<file path="config.mk">
export PLATFORM = sky130hd
export DESIGN_NAME = rit_timer
export DESIGN_NICKNAME = d
export VERILOG_FILES = /design/src/logic/rit_pkg.sv /design/src/logic/rit_down_counter.sv /design/src/logic/rit_timer.sv
export SDC_FILE = /design/constraint.sdc
export NUM_CORES = 1
export LEC_CHECK = 0
export BUFFER_PORTS_ARGS = -buffer_cell sky130_fd_sc_hd__buf_2
export CAP_MARGIN = 20
export CORE_MARGIN = 4
export CORE_UTILIZATION = 25
export DETAILED_ROUTE_END_ITERATION = 12
export GPL_ROUTABILITY_DRIVEN = 0
export SYNTH_ARGS = -nofsm -noshare
export SYNTH_HDL_FRONTEND = slang
export SYNTH_SLANG_ARGS = --single-unit
</file>
<file path="constraint.sdc">
create_clock -name sys_clk -period 5.1 [get_ports sys_clk]
set_clock_uncertainty 0.15 [all_clocks]
set_input_delay 1.53 -clock sys_clk [delete_from_list [all_inputs] [get_ports sys_clk]]
set_output_delay 1.53 -clock sys_clk [all_outputs]
set_load 0.02 [all_outputs]
</file>
<file path="src/logic/rit_pkg.sv">
package rit_pkg;

    localparam int ADDR_W = 8;
    localparam int DATA_W = 32;
    localparam int COUNT_W = 24;

    localparam logic [ADDR_W-1:0] COUNTER_OFF = 8'h00;
    localparam logic [ADDR_W-1:0] RELOAD_OFF = 8'h04;

    localparam int RELOAD_MSB = 23;
    localparam int ENABLE_BIT = 24;
    localparam int PENDING_BIT = 25;
    localparam int OVERFLOW_BIT = 26;

    localparam logic [COUNT_W-1:0] COUNT_RST = 24'hFFFFFF;
    localparam logic [COUNT_W-1:0] RELOAD_RST = 24'h000000;
    localparam logic [COUNT_W-1:0] COUNT_ZERO = 24'h000000;
    localparam logic [COUNT_W-1:0] COUNT_ONE = 24'h000001;
    localparam logic ENABLE_RST = 1'b0;
    localparam logic PENDING_RST = 1'b0;
    localparam logic OVERFLOW_RST = 1'b0;
    localparam logic [DATA_W-1:0] READ_NONE = 32'h00000000;

    function automatic logic rit_hit(
        input logic [ADDR_W-1:0] addr,
        input logic [ADDR_W-1:0] offset
    );
        rit_hit = (addr == offset);
    endfunction : rit_hit

endpackage : rit_pkg

</file>
<file path="src/logic/rit_down_counter.sv">
`timescale 1ns/10ps
module rit_down_counter (
    input wire logic sys_clk,
    input wire logic srst,
    input wire logic loadStrobe,
    input wire logic [rit_pkg::COUNT_W-1:0] loadValue,
    input wire logic [rit_pkg::COUNT_W-1:0] reloadValue,
    output logic [rit_pkg::COUNT_W-1:0] countValue,
    output logic reloadEvent
);
    import rit_pkg::*;

    logic [COUNT_W-1:0] countValue_reg;

    // High in the cycle the count stands at zero; the next edge reloads.
    assign reloadEvent = (countValue_reg == COUNT_ZERO);

    // A software load wins over both decrement and reload.
    always_ff @(posedge sys_clk) begin
        if (srst) begin
            countValue_reg <= COUNT_RST;
        end else if (loadStrobe) begin
            countValue_reg <= loadValue;
        end else if (reloadEvent) begin
            countValue_reg <= reloadValue;
        end else begin
            countValue_reg <= countValue_reg - COUNT_ONE;
        end
    end

    assign countValue = countValue_reg;

endmodule : rit_down_counter

</file>
<file path="src/logic/rit_timer.sv">
// Implementation choices: the register offsets and the strobed register port.
`timescale 1ns/10ps
// Overview of operation
// - 24-bit count decrements by one every cycle
// - Zero count reloads from reload value next cycle
// - Pending flag sets together with the reload
// - Reload register: value, overflow, pending, enable
// - Interrupt raised while pending and enable set
// - Zero while pending already set sets overflow
// - Reload write leaves running count untouched
// - Timer interrupt masked by its own enable
// - Registers reachable only in supervisor mode
module rit_timer (
    input wire logic sys_clk,
    input wire logic srst,
    input wire logic supervisorMode,
    input wire logic [rit_pkg::ADDR_W-1:0] regAddr,
    input wire logic [rit_pkg::DATA_W-1:0] regWdata,
    input wire logic regWrite,
    input wire logic regRead,
    output logic [rit_pkg::DATA_W-1:0] regRdata,
    output logic timerIrq
);
    import rit_pkg::*;

    logic [COUNT_W-1:0] countValue;
    logic [COUNT_W-1:0] reloadValue_reg;
    logic interruptEnableBit_reg;
    logic pendingFlag_reg;
    logic overflowFlag_reg;
    logic reloadEvent;
    logic counterWrite;
    logic reloadWrite;
    logic counterRead;
    logic reloadRead;
    logic [DATA_W-1:0] readData_next;
    logic [DATA_W-1:0] regRdata_reg;

    // User-mode accesses are dropped: writes change nothing, reads give 0.
    assign counterWrite = regWrite && supervisorMode &&
        rit_hit(regAddr, COUNTER_OFF);
    assign reloadWrite = regWrite && supervisorMode &&
        rit_hit(regAddr, RELOAD_OFF);
    assign counterRead = regRead && supervisorMode &&
        rit_hit(regAddr, COUNTER_OFF);
    assign reloadRead = regRead && supervisorMode &&
        rit_hit(regAddr, RELOAD_OFF);

    rit_down_counter u_counter (
        .sys_clk(sys_clk),
        .srst(srst),
        .loadStrobe(counterWrite),
        .loadValue(regWdata[RELOAD_MSB:0]),
        .reloadValue(reloadValue_reg),
        .countValue(countValue),
        .reloadEvent(reloadEvent)
    );

    // The reload value only feeds the counter at the next zero.
    always_ff @(posedge sys_clk) begin
        if (srst) begin
            reloadValue_reg <= RELOAD_RST;
        end else if (reloadWrite) begin
            reloadValue_reg <= regWdata[RELOAD_MSB:0];
        end
    end

    always_ff @(posedge sys_clk) begin
        if (srst) begin
            interruptEnableBit_reg <= ENABLE_RST;
        end else if (reloadWrite) begin
            interruptEnableBit_reg <= regWdata[ENABLE_BIT];
        end
    end

    // A reload sets pending even if software clears it in the same cycle.
    always_ff @(posedge sys_clk) begin
        if (srst) begin
            pendingFlag_reg <= PENDING_RST;
        end else if (reloadEvent) begin
            pendingFlag_reg <= 1'b1;
        end else if (reloadWrite) begin
            pendingFlag_reg <= regWdata[PENDING_BIT];
        end
    end

    always_ff @(posedge sys_clk) begin
        if (srst) begin
            overflowFlag_reg <= OVERFLOW_RST;
        end else if (reloadEvent && pendingFlag_reg) begin
            overflowFlag_reg <= 1'b1;
        end else if (reloadWrite) begin
            overflowFlag_reg <= regWdata[OVERFLOW_BIT];
        end
    end

    // No other interrupt mask takes part here.
    assign timerIrq = pendingFlag_reg &&
        interruptEnableBit_reg;

    always_comb begin
        readData_next = READ_NONE;
        if (counterRead) begin
            readData_next[RELOAD_MSB:0] = countValue;
        end else if (reloadRead) begin
            readData_next[RELOAD_MSB:0] = reloadValue_reg;
            readData_next[ENABLE_BIT] = interruptEnableBit_reg;
            readData_next[PENDING_BIT] = pendingFlag_reg;
            readData_next[OVERFLOW_BIT] = overflowFlag_reg;
        end
    end

    // Read data stand only in the cycle after the read strobe.
    always_ff @(posedge sys_clk) begin
        if (srst) begin
            regRdata_reg <= READ_NONE;
        end else begin
            regRdata_reg <= readData_next;
        end
    end

    assign regRdata = regRdata_reg;
endmodule : rit_timer

</file>
==> metrics.csv, run 1 <==
stage;metric;value;unit
power_and_ir_drop;internal power;1040;µW
floorplan;width of the die;127;µm
global_route;gr ovfl total;0;
floorplan;chip height;127;µm
global_route;first-pass GRT wire length;15.4;mm
floorplan;area of the die;16200;µm²
synthesis;mapped cell area;3560;µm²
routing;DRC viols;0;
clock_tree;clock root buffer;clkbuf_16;
floorplan;core footprint;13900;µm²
power_and_ir_drop;Power Density;309;nW/µm²
setup_path;Critical-path top delay cell;or4_1;
cells_and_area;Largest register FFs;27;
synthesis;Post-synth top flop;dfxtp_1;
placed_design;dpl cell area;4000;µm²
power_and_ir_drop;peak supply drop;146;µV
routing;WL final;9.52;mm
cells_and_area;number of diodes;0;
clock_tree;PostCTS Resize Cnt;0;
synthesis;EDFF count, synth;0;
setup_path;worst-path cell chain;inv_1 -> ha_1 -> or4b_2 -> or4_1 -> or2_1 -> a211oi_1 -> a211o_1;
synthesis;ranking of synthesized cells by area;dfxtp_1 44%, mux2i_1 17%, nor2_1 5.8%, a21oi_1 4.1%, o21ai_0 2.5%;
cells_and_area;area grow syn2layout;20.6;%
clock_tree;H-Tree Level Count;3;
global_route;overall routing resource usage;11.9;%
sta;worst hold margin;0.332;ns
sta;Final setup viols;0;
sta;max-slew violations;0;
setup_path;crit path DAT;3.58;ns
global_route;largest net degree at the start of global routing;54;
routing;via/cell ratio;4.78;
setup_path;critical path type;register to register;
power_and_ir_drop;Sw Pwr;284;µW
routing;vias;3018;
global_route;initial antenna violation count;1;
power_and_ir_drop;combinational share of power;4.5;%
floorplan;Starting Density;25.6;%
clock_tree;CTS buffer count;9;
sta;period utilization;67.5;%
global_route;vias in the first global route;3035;
sta;final hold vios;0;
synthesis;#FFs+latches synth;78;
routing;Pre-antenna DRT Iters;4;
setup_path;max incr delay on CP;0.79;ns
power_and_ir_drop;clock power share;49.1;%
synthesis;top cell type's share of synthesized area;43.8;%
status;status;completed;
floorplan;Top Ports;78;
setup_path;flop2flop setup slack;1.66;ns
clock_tree;Post-CTS Setup Inserts;0;
floorplan;row count;43;
power_and_ir_drop;sequential group share of total power;46.4;%
cells_and_area;fin nets;493;
routing;Starting DRT DRC Count;241;
cells_and_area;share of cells above drive strength 1;21.1;%
sta;RSZ-0062 raised after global routing;no;
cells_and_area;final instance area;4300;µm²
synthesis;Async S/R FF share, synth;0;%
synthesis;Ys Warns;0;
sta;Max Clock Freq;290;MHz
synthesis;leading area contributor after synthesis;dfxtp_1;
run;Max-Cap Viols;0;
synthesis;Distinct cells, synth;49;
routing;Avg WL per Cell;15.1;µm
synthesis;Syn Area/Cell;9.02;µm²
power_and_ir_drop;P_leak;0.00204;µW
placed_design;placed insts;615;
setup_path;CP startpoint kind;register;
setup_path;Worst EP required;5.23;ns
sta;Final min period;3.44;ns
min_path;worst min-delay path class;register to register;
power_and_ir_drop;switch share;21.4;%
clock_tree;Worst-path clk slew;0.06;ns
synthesis;register area share after synthesis;43.8;%
clock_tree;Bufs on Longest Clock Path;2;
clock_tree;Num Clock Sinks;78;
sta;Slew headroom;32.9;%
setup_path;crit end category;register;
clock_tree;CTS tree;yes;
sta;setup tns final;0;ns
placed_design;Final HPWL DP;6.38;mm
cells_and_area;Layout Cells excl Fill;631;
routing;post-detailed-route count of antenna-violating nets;0;
clock_tree;Clock Latency Late Sink;0.34;ns
setup_path;CP max FO;23;
placed_design;port bufs;67;
clock_tree;# hold bufs at CTS;0;
synthesis;most frequent cell after synthesis;dfxtp_1;
synthesis;Post-Syn Instances;395;
sta;slew of the pin with the lowest slew margin;0.997;ns
synthesis;most common library cells after synthesis;78 x dfxtp_1, 59 x mux2i_1, 55 x nor2_1;
[cell families after synthesis]
family | Yosys count | share of synthesized area (%)
AO/OA/AOI/OAI | 89 | 14.6
AND/OR/NAND/NOR | 113 | 15.5
flip-flops | 78 | 43.8
adder cells (fa/ha/maj) | 2 | 0.702
XOR/XNOR | 10 | 2.46
multiplexers | 60 | 16.9
buffers and inverters | 42 | 5.87
other | 1 | 0.105
[power by group through the flow]
stage          Sequential, µW  Combinational [µW]  Clock [µW]
3_3_place_gp              628                58.7           0
4_1_cts                   615                60.1         668
6_report                  615                59.7         651
5_1_grt                   616                67.1         688
3_5_place_dp              629                59.7           0
2_1_floorplan             627                39.1           0
[worst max-delay path: cells and delay by family, from the launching register on]
family	cells	cell delay, ns
AND/OR/NAND/NOR	3	2.08
AO/OA/AOI/OAI	2	0.54
flip-flops	1	0.36
adder cells (fa/ha/maj)	1	0.15
buffers and inverters	1	0.10
[through the flow]
step	worst slack [ns]	utilization, %	power, µW
after floorplan	1.46	-	666
after global placement	1.35	28.7	687
after detailed placement	1.31	28.7	689
after CTS	1.65	30.8	1340
after global routing	1.46	30.8	1370
final	1.66	30.8	1330
[metal layers]
metal / GRT usage [%] / vias up / part of all wire [%]
li1: - / 1500 / -
met1: 15.2 / 1423 / 45
met2: 18.6 / 86 / 46
met3: 4.18 / 7 / 8.4
met4: 4.04 / 2 / 0.75
met5: 0 / - / 0.074
[final cells by class]
type                       instances  area, µm²
fill                            1458       9640
tap                              180        225
clock inverter                     4       45.0
multi-input combinational        279       1810
timing repair buffer              72        373
sequential                        78       1560
inverter                           6       22.5
clock buffer                      12        256
[layout by cell type, fill, tap and decap left out, types with 2 or more instances in the layout]
master	synthesis	routed
a211o_1	3	3
a21o_1	4	4
a21oi_1	29	29
a31oi_1	2	2
and2_1	2	2
and3_1	3	3
buf_2	1	67
buf_4	5	5
clkbuf_16	0	9
clkbuf_8	0	2
clkinv_2	0	3
conb_1	1	5
dfxtp_1	78	78
ha_1	2	2
inv_1	6	6
mux2i_1	59	59
nand2_1	9	9
nand3_1	2	2
nor2_1	55	55
nor3_1	12	12
nor4_1	9	8
o211ai_1	2	2
o21ai_0	18	18
o21ai_1	15	15
o22ai_1	2	2
o31ai_1	3	3
o41ai_1	3	3
or2_2	3	3
or3_1	5	5
or4_1	6	6
xnor2_1	5	5
xor2_1	5	5
[worst paths after layout]
path | cells past startpoint | startpoint | endpoint
max | 7 | u_counter.countValue[0]$_SDFF_PP1_ | u_counter.countValue[1]$_SDFF_PP1_
min | 1 | overflowFlag_reg$_SDFFE_PP0P_ | regRdata[26]$_SDFF_PP0_
min reg2reg | 1 | overflowFlag_reg$_SDFFE_PP0P_ | regRdata[26]$_SDFF_PP0_
max reg2reg | 7 | u_counter.countValue[0]$_SDFF_PP1_ | u_counter.countValue[1]$_SDFF_PP1_
Note: power is estimated with default switching activity, not from simulation.
==> run 2, diff against run 1 <==
==> constraint.sdc (replaced) <==
create_clock -name sys_clk -period 3.4 [get_ports sys_clk]
set_clock_uncertainty 0.15 [all_clocks]
set_input_delay 1.02 -clock sys_clk [delete_from_list [all_inputs] [get_ports sys_clk]]
set_output_delay 1.02 -clock sys_clk [all_outputs]
set_load 0.02 [all_outputs]
==> run 2 against run 1 <==
  * Maximum frequency increased by 20%
  * Critical path depth is the same
  * Sequential power rose by 50%
  * Clock power grew 60%
  * Non-clock buffer count rose by 7
  * Register-to-register slack got worse by 1.1 ns
  * Global-route usage increased by 0.36 points
  * Hold slack improved by 0.0048 ns
  * Via count increased by 0.43%
  * Critical endpoint is now u_counter.countValue[10]$_SDFF_PP1_
  * Sequential share of layout area shrank 0.75 points
==> metrics.csv, run 2 (synthesis results as in run 1) <==
stage;metric;value;unit;change
clock_tree;H-Tree Level Count;3;;unchanged
setup_path;critical path type;register to register;;
global_route;gr ovfl total;0;;unchanged
cells_and_area;Layout Cells excl Fill;639;;+1.3%
sta;max-slew violations;0;;unchanged
sta;RSZ-0062 raised after global routing;no;;
sta;slew of the pin with the lowest slew margin;0.925;ns;-0.0723 ns
min_path;worst hold endpoint;overflowFlag_reg$_SDFFE_PP0P_;;
routing;WL final;9.42;mm;-1.0%
clock_tree;PostCTS Resize Cnt;0;;unchanged
setup_path;reg2reg start;u_counter.countValue[0]$_SDFF_PP1_;;
clock_tree;Num Clock Sinks;78;;unchanged
min_path;worst min-delay path class;register to register;;
setup_path;Reg2Reg Depth;7;;unchanged
setup_path;CP startpoint kind;register;;
setup_path;CP max FO;19;;-17%
sta;setup tns final;0;ns;unchanged
power_and_ir_drop;Power, Total;2050;µW;+55%
routing;Avg WL per Cell;14.7;µm;-2.3%
cells_and_area;commonest non-fill, non-tap cell in the layout;dfxtp_1;;
cells_and_area;Filler Cells Inserted;1479;;+1.4%
routing;DRC viols;0;;unchanged
power_and_ir_drop;Power Density;467;nW/µm²;+51%
routing;Pre-antenna DRT Iters;4;;unchanged
clock_tree;# hold bufs at CTS;0;;unchanged
routing;post-detailed-route count of antenna-violating nets;0;;unchanged
cells_and_area;Reg area;1560;µm²;unchanged
clock_tree;CTS buffer count;9;;unchanged
setup_path;reg-to-reg critical path endpoint;u_counter.countValue[10]$_SDFF_PP1_;;
sta;Final setup viols;0;;unchanged
clock_tree;Post-CTS Setup Inserts;0;;unchanged
setup_path;worst-path cell chain;inv_1 -> ha_1 -> or4b_2 -> or4_1 -> or2_1 -> mux2i_1 -> o21ai_0;;
min_path;WHS Path Cells;2;;+1
placed_design;port bufs;67;;unchanged
power_and_ir_drop;peak supply drop;237;µV;+62%
cells_and_area;share of cells above drive strength 1;22.5;%;+1.4 points
floorplan;Top Ports;78;;unchanged
cells_and_area;area grow syn2layout;23.1;%;
clock_tree;Worst-path clk slew;0.06;ns;about the same
setup_path;crit path DAT;2.93;ns;-0.65 ns
clock_tree;Bufs on Longest Clock Path;2;;unchanged
global_route;initial antenna violation count;2;;+1
routing;vias;3031;;+0.43%
global_route;overall routing resource usage;12.2;%;+0.36 points
placed_design;Final HPWL DP;6.55;mm;+2.7%
placed_design;dpl cell area;4060;µm²;+1.6%
global_route;first-pass GRT wire length;15.7;mm;+2.3%
setup_path;max incr delay on CP;0.58;ns;-0.21 ns
run;Max-Cap Viols;0;;unchanged
sta;Max Clock Freq;349;MHz;+20%
cells_and_area;multi-input logic area;1810;µm²;unchanged
global_route;vias in the first global route;3082;;+1.5%
min_path;Hold Path Origin;pendingFlag_reg$_SDFFE_PP0P_;;
sta;period utilization;84.3;%;+17 points
floorplan;area of the die;16200;µm²;unchanged
clock_tree;Clock Latency Late Sink;0.34;ns;about the same
setup_path;flop2flop setup slack;0.53;ns;-1.12 ns
global_route;largest net degree at the start of global routing;37;;-31%
floorplan;core footprint;13900;µm²;unchanged
cells_and_area;final instance area;4390;µm²;+2.1%
cells_and_area;fin nets;500;;+1.4%
sta;Final min period;2.87;ns;-0.577 ns
cells_and_area;commonest cells after routing, fill and taps aside;78 x dfxtp_1, 67 x buf_2, 59 x mux2i_1, 55 x nor2_1, 29 x a21oi_1;;
setup_path;crit end category;register;;
sta;Slew headroom;38.3;%;+5.4 points
placed_design;Place WS;0.394;ns;-0.918 ns
floorplan;row count;43;;unchanged
floorplan;chip height;127;µm;unchanged
placed_design;placed insts;622;;+1.1%
cells_and_area;Largest register FFs;27;;unchanged
status;status;completed;;
routing;Starting DRT DRC Count;128;;-47%
setup_path;Critical-path top delay cell;or4b_2;;
floorplan;Starting Density;25.6;%;unchanged
routing;via/cell ratio;4.74;;-0.83%
power_and_ir_drop;P_leak;0.00207;µW;+1.8%
sta;post-route worst setup slack;0.532;ns;-1.12 ns
setup_path;Worst EP required;3.46;ns;-1.77 ns
floorplan;width of the die;127;µm;unchanged
sta;final hold vios;0;;unchanged
clock_tree;clock root buffer;clkbuf_16;;
clock_tree;CTS tree;yes;;
run 2: cell count changes in the layout (fill, tap and decap cells not counted), sizes merged:
cell and delta:
bufinv +1, clkinvlp +2, diode +1, clkinv -1, clkbuf -2, buf +7
run 2: through the flow:
| step | hold slack, ns | utilization, % |
|---|---|---|
| floorplan | 0.302 | - |
| global placement | 0.309 | 29.1 |
| detailed placement | 0.327 | 29.1 |
| CTS | 0.335 | 31.5 |
| global route | 0.364 | 31.5 |
| finish | 0.337 | 31.5 |
run 2: critical path, delay by kind of cell, from the launching register on:
kind                       cells  cell delay, ns
and+or+nand+nor                3            1.58
DFF                            1            0.35
muxes                          1            0.30
adders and majority gates      1            0.14
AOI/OAI and AO/OA              1            0.11
buffers and inverters          1            0.09
run 2: worst max path at each step:
stage                                            start                                   to
floorplan                                   regAddr[5]  u_counter.countValue[12]$_SDFF_PP1_
global placement                            regAddr[5]  u_counter.countValue[14]$_SDFF_PP1_
detailed placement                          regAddr[5]  u_counter.countValue[14]$_SDFF_PP1_
CTS                 u_counter.countValue[0]$_SDFF_PP1_  u_counter.countValue[10]$_SDFF_PP1_
global route        u_counter.countValue[0]$_SDFF_PP1_   u_counter.countValue[1]$_SDFF_PP1_
finish              u_counter.countValue[0]$_SDFF_PP1_  u_counter.countValue[10]$_SDFF_PP1_
run 2: per-layer routing:
| layer | vias to the layer above | GRT usage (%) | routed length, µm |
|---|---|---|---|
| li1 | 1517 | - | - |
| met4 | 2 | 4.23 | 161 |
| met3 | 13 | 4.39 | 749 |
| met5 | - | 0 | 7 |
| met1 | 1408 | 15.7 | 4310 |
| met2 | 91 | 19.0 | 4190 |
run 2: final cells by class:
type,instances,share of cell area [%]
diodes,1,0.0570
clock buffers,10,5.45
clock inverters,6,1.94
inverters,6,0.513
multi-input cells,279,41.3
flip-flops and latches,78,35.6
well taps,180,5.13
repair buffers,79,9.98
run 2: report_power, final:
group	switching [µW]	total, µW	internal, µW
sequential	5.38	923	918
combinational	49.4	89.7	40.3
clock	376	1040	660
==> run 3, diff against run 2 <==
--- a/config.mk
+++ b/config.mk
@@ -5,6 +5,7 @@
 export SDC_FILE = /design/constraint.sdc
 export NUM_CORES = 1
 export LEC_CHECK = 0
+export ABC_AREA = 1
 export BUFFER_PORTS_ARGS = -buffer_cell sky130_fd_sc_hd__buf_2
 export CAP_MARGIN = 20
 export CORE_MARGIN = 4
==> constraint.sdc (replaced) <==
create_clock -name sys_clk -period 2.5 [get_ports sys_clk]
set_clock_uncertainty 0.15 [all_clocks]
set_input_delay 0.75 -clock sys_clk [delete_from_list [all_inputs] [get_ports sys_clk]]
set_output_delay 0.75 -clock sys_clk [all_outputs]
set_load 0.02 [all_outputs]
==> run 3 against run 2 <==
  * Power increased by 35%
  * Critical path depth grew 2
  * Non-clock buffer count shrank 1
  * Hold slack got worse by 0.046 ns
  * Sequential power increased by 35%
  * Critical endpoint is now u_counter.countValue[14]$_SDFF_PP1_
==> metrics.csv, run 3 <==
stage;metric;value;unit;change
synthesis;xor/xnor share of the synthesized area;0.880;%;-1.6 points
sta;RSZ-0062 raised after global routing;no;;
setup_path;crit end category;register;;
clock_tree;# hold bufs at CTS;0;;unchanged
power_and_ir_drop;peak supply drop;318;µV;+34%
routing;Avg WL per Cell;12.4;µm;-16%
synthesis;Syn Area/Cell;6.76;µm²;-25%
setup_path;reg2reg start;u_counter.countValue[0]$_SDFF_PP1_;;
synthesis;Ys Warns;0;;unchanged
floorplan;Starting Density;25.8;%;+0.24 points
placed_design;placed insts;851;;+37%
global_route;overall routing resource usage;12.0;%;-0.24 points
clock_tree;Post-CTS Setup Inserts;0;;unchanged
setup_path;critical path type;register to register;;
sta;Max Clock Freq;487;MHz;+40%
sta;slew of the pin with the lowest slew margin;0.590;ns;-0.335 ns
floorplan;width of the die;134;µm;+5.4%
sta;Final min period;2.05;ns;-0.816 ns
synthesis;ranking of synthesized cells by area;dfxtp_1 39%, nand2_1 17%, inv_1 6.5%, nand3_1 6.2%, nor2_1 5.3%;;
synthesis;Async S/R FF share, synth;0;%;unchanged
synthesis;Synth Area in Adders;0.629;%;-0.074 points
power_and_ir_drop;P_leak;0.00234;µW;+13%
floorplan;chip height;134;µm;+5.4%
cells_and_area;fin nets;698;;+40%
synthesis;most frequent cell after synthesis;nand2_1;;
cells_and_area;Layout Cells excl Fill;867;;+36%
global_route;vias in the first global route;3429;;+11%
sta;Final setup viols;0;;unchanged
synthesis;EDFF count, synth;0;;unchanged
synthesis;mapped cell area;3980;µm²;+12%
min_path;worst hold endpoint;regRdata[26]$_SDFF_PP0_;;
cells_and_area;area grow syn2layout;21.2;%;
min_path;WHS Path Cells;2;;unchanged
routing;DRC viols;0;;unchanged
cells_and_area;commonest cells after routing, fill and taps aside;179 x nand2_1, 78 x dfxtp_1, 69 x inv_1, 67 x buf_2, 56 x nor2_1;;
sta;Slew headroom;60.7;%;+22 points
routing;vias;3732;;+23%
synthesis;leading area contributor after synthesis;dfxtp_1;;
routing;WL final;10.7;mm;+14%
sta;max-slew violations;0;;unchanged
sta;period utilization;82.1;%;-2.3 points
clock_tree;H-Tree Level Count;3;;unchanged
placed_design;dpl cell area;4520;µm²;+11%
setup_path;reg-to-reg critical path endpoint;u_counter.countValue[14]$_SDFF_PP1_;;
sta;setup tns final;0;ns;unchanged
clock_tree;Clock Latency Late Sink;0.34;ns;about the same
sta;worst hold margin;0.291;ns;-0.0461 ns
synthesis;largest family of logic cells by synthesized area;simple AND/OR/NAND/NOR gates;;
cells_and_area;final instance area;4830;µm²;+10%
clock_tree;CTS tree;yes;;
floorplan;core footprint;15400;µm²;+11%
global_route;gr ovfl total;0;;unchanged
synthesis;post-synthesis compound-gate area fraction;11.1;%;-3.6 points
power_and_ir_drop;Power Density;572;nW/µm²;+23%
global_route;initial antenna violation count;0;;-2
cells_and_area;Final Util;31.3;%;-0.19 points
synthesis;Post-synth top flop;dfxtp_1;;
routing;Pre-antenna DRT Iters;4;;unchanged
run;Max-Cap Viols;0;;unchanged
floorplan;row count;45;;+4.7%
global_route;largest net degree at the start of global routing;47;;+27%
cells_and_area;commonest non-fill, non-tap cell in the layout;nand2_1;;
synthesis;top cell type's share of synthesized area;39.2;%;-4.6 points
routing;via/cell ratio;4.30;;-9.3%
cells_and_area;number of diodes;0;;-1
clock_tree;Worst-path clk slew;0.06;ns;about the same
min_path;worst min-delay path class;register to register;;
placed_design;port bufs;67;;unchanged
clock_tree;Bufs on Longest Clock Path;2;;unchanged
setup_path;CP startpoint kind;register;;
synthesis;multiplexer share of the synthesized area;0;%;-17 points
clock_tree;Num Clock Sinks;78;;unchanged
floorplan;area of the die;18000;µm²;+11%
routing;Starting DRT DRC Count;212;;+66%
placed_design;Final HPWL DP;7.66;mm;+17%
sta;final hold vios;0;;unchanged
synthesis;register area share after synthesis;39.2;%;-4.6 points
cells_and_area;share of cells above drive strength 1;19.1;%;-3.4 points
setup_path;CP max FO;46;;+27
clock_tree;CTS buffer count;9;;unchanged
synthesis;Simple-Gate Fraction of Synth Area;36.8;%;+21 points
synthesis;#FFs+latches synth;78;;unchanged
clock_tree;PostCTS Resize Cnt;0;;unchanged
setup_path;flop2flop setup slack;0.45;ns;-0.08 ns
floorplan;Top Ports;78;;unchanged
clock_tree;clock root buffer;clkbuf_16;;
routing;post-detailed-route count of antenna-violating nets;0;;unchanged
setup_path;Reg2Reg Depth;9;;+2
synthesis;Distinct cells, synth;30;;-39%
min_path;Hold Path Origin;overflowFlag_reg$_SDFFE_PP0P_;;
synthesis;most common library cells after synthesis;179 x nand2_1, 78 x dfxtp_1, 69 x inv_1;;
global_route;first-pass GRT wire length;17.4;mm;+11%
setup_path;Worst EP required;2.58;ns;-0.88 ns
status;status;completed;;
setup_path;crit path DAT;2.13;ns;-0.80 ns
cells_and_area;Largest register FFs;27;;unchanged
synthesis;Post-Syn Instances;589;;+49%
[run 3: changes by cell type after synthesis, sizes merged, moves of 12 or more]
cell | previous run | this run
nor3 | 12 | 0
o21ai | 33 | 18
nand2 | 9 | 184
inv | 6 | 70
nand3 | 2 | 51
nor2 | 55 | 78
mux2i | 59 | 0
[run 3: worst max-delay path by stage]
stage                                        from                                  end  slack (ns)  cells after the start
2_1_floorplan                          regAddr[1]        overflowFlag_reg$_SDFFE_PP0P_        0.57                      7
3_3_place_gp                                 srst               regRdata[0]$_SDFF_PP0_        0.31                      6
3_5_place_dp                                 srst              regRdata[15]$_SDFF_PP0_        0.30                      6
4_1_cts        u_counter.countValue[0]$_SDFF_PP1_  u_counter.countValue[14]$_SDFF_PP1_        0.45                      9
5_1_grt        u_counter.countValue[0]$_SDFF_PP1_  u_counter.countValue[14]$_SDFF_PP1_        0.30                      9
6_report       u_counter.countValue[0]$_SDFF_PP1_  u_counter.countValue[14]$_SDFF_PP1_        0.45                      9
[run 3: worst max-delay path, stage by stage, from the launching register on]
cell	delay, ns
dfxtp_1	0.33
inv_1	0.08
ha_1	0.23
nand3_1	0.13
nor2_4	0.08
nand3_4	0.08
buf_4	0.49
nand3_1	0.19
nand2_1	0.10
nand2_1	0.06
[run 3: metal layers]
metal,share of wire (%),up-vias,global-route usage [%]
met5,0,-,0
met4,1.3,0,3.56
met3,5.4,10,3.11
met2,47,85,19.3
met1,46,1662,15.8
li1,-,1975,-
[run 3: power breakdown]
group          switching (µW)  internal (µW)
sequential               4.11           1250
clock                     506            878
combinational            76.7           49.7
[run 3: logic make-up (layout without fill, tap and decap cells)]
family | after synthesis | in the layout
flops | 78 | 78
simple gates | 330 | 330
compound gates | 72 | 72
buf+inv | 102 | 165
fa+ha+maj | 2 | 2
xor+xnor | 4 | 4
other cells | 1 | 5
[run 3: cell type report]
class,instances,area [µm²]
fill,1742,10600
multi-input combinational,413,1980
sequential,78,1560
timing repair buffer,78,443
inverter,71,267
tap,211,264
clock buffer,13,240
clock inverter,3,68.8
[run 3: stage by stage]
step | worst slack (ns) | power (µW)
2_1_floorplan | 0.567 | 1360
3_3_place_gp | 0.307 | 1410
3_5_place_dp | 0.298 | 1410
4_1_cts | 0.455 | 2800
5_1_grt | 0.300 | 2860
6_report | 0.449 | 2760
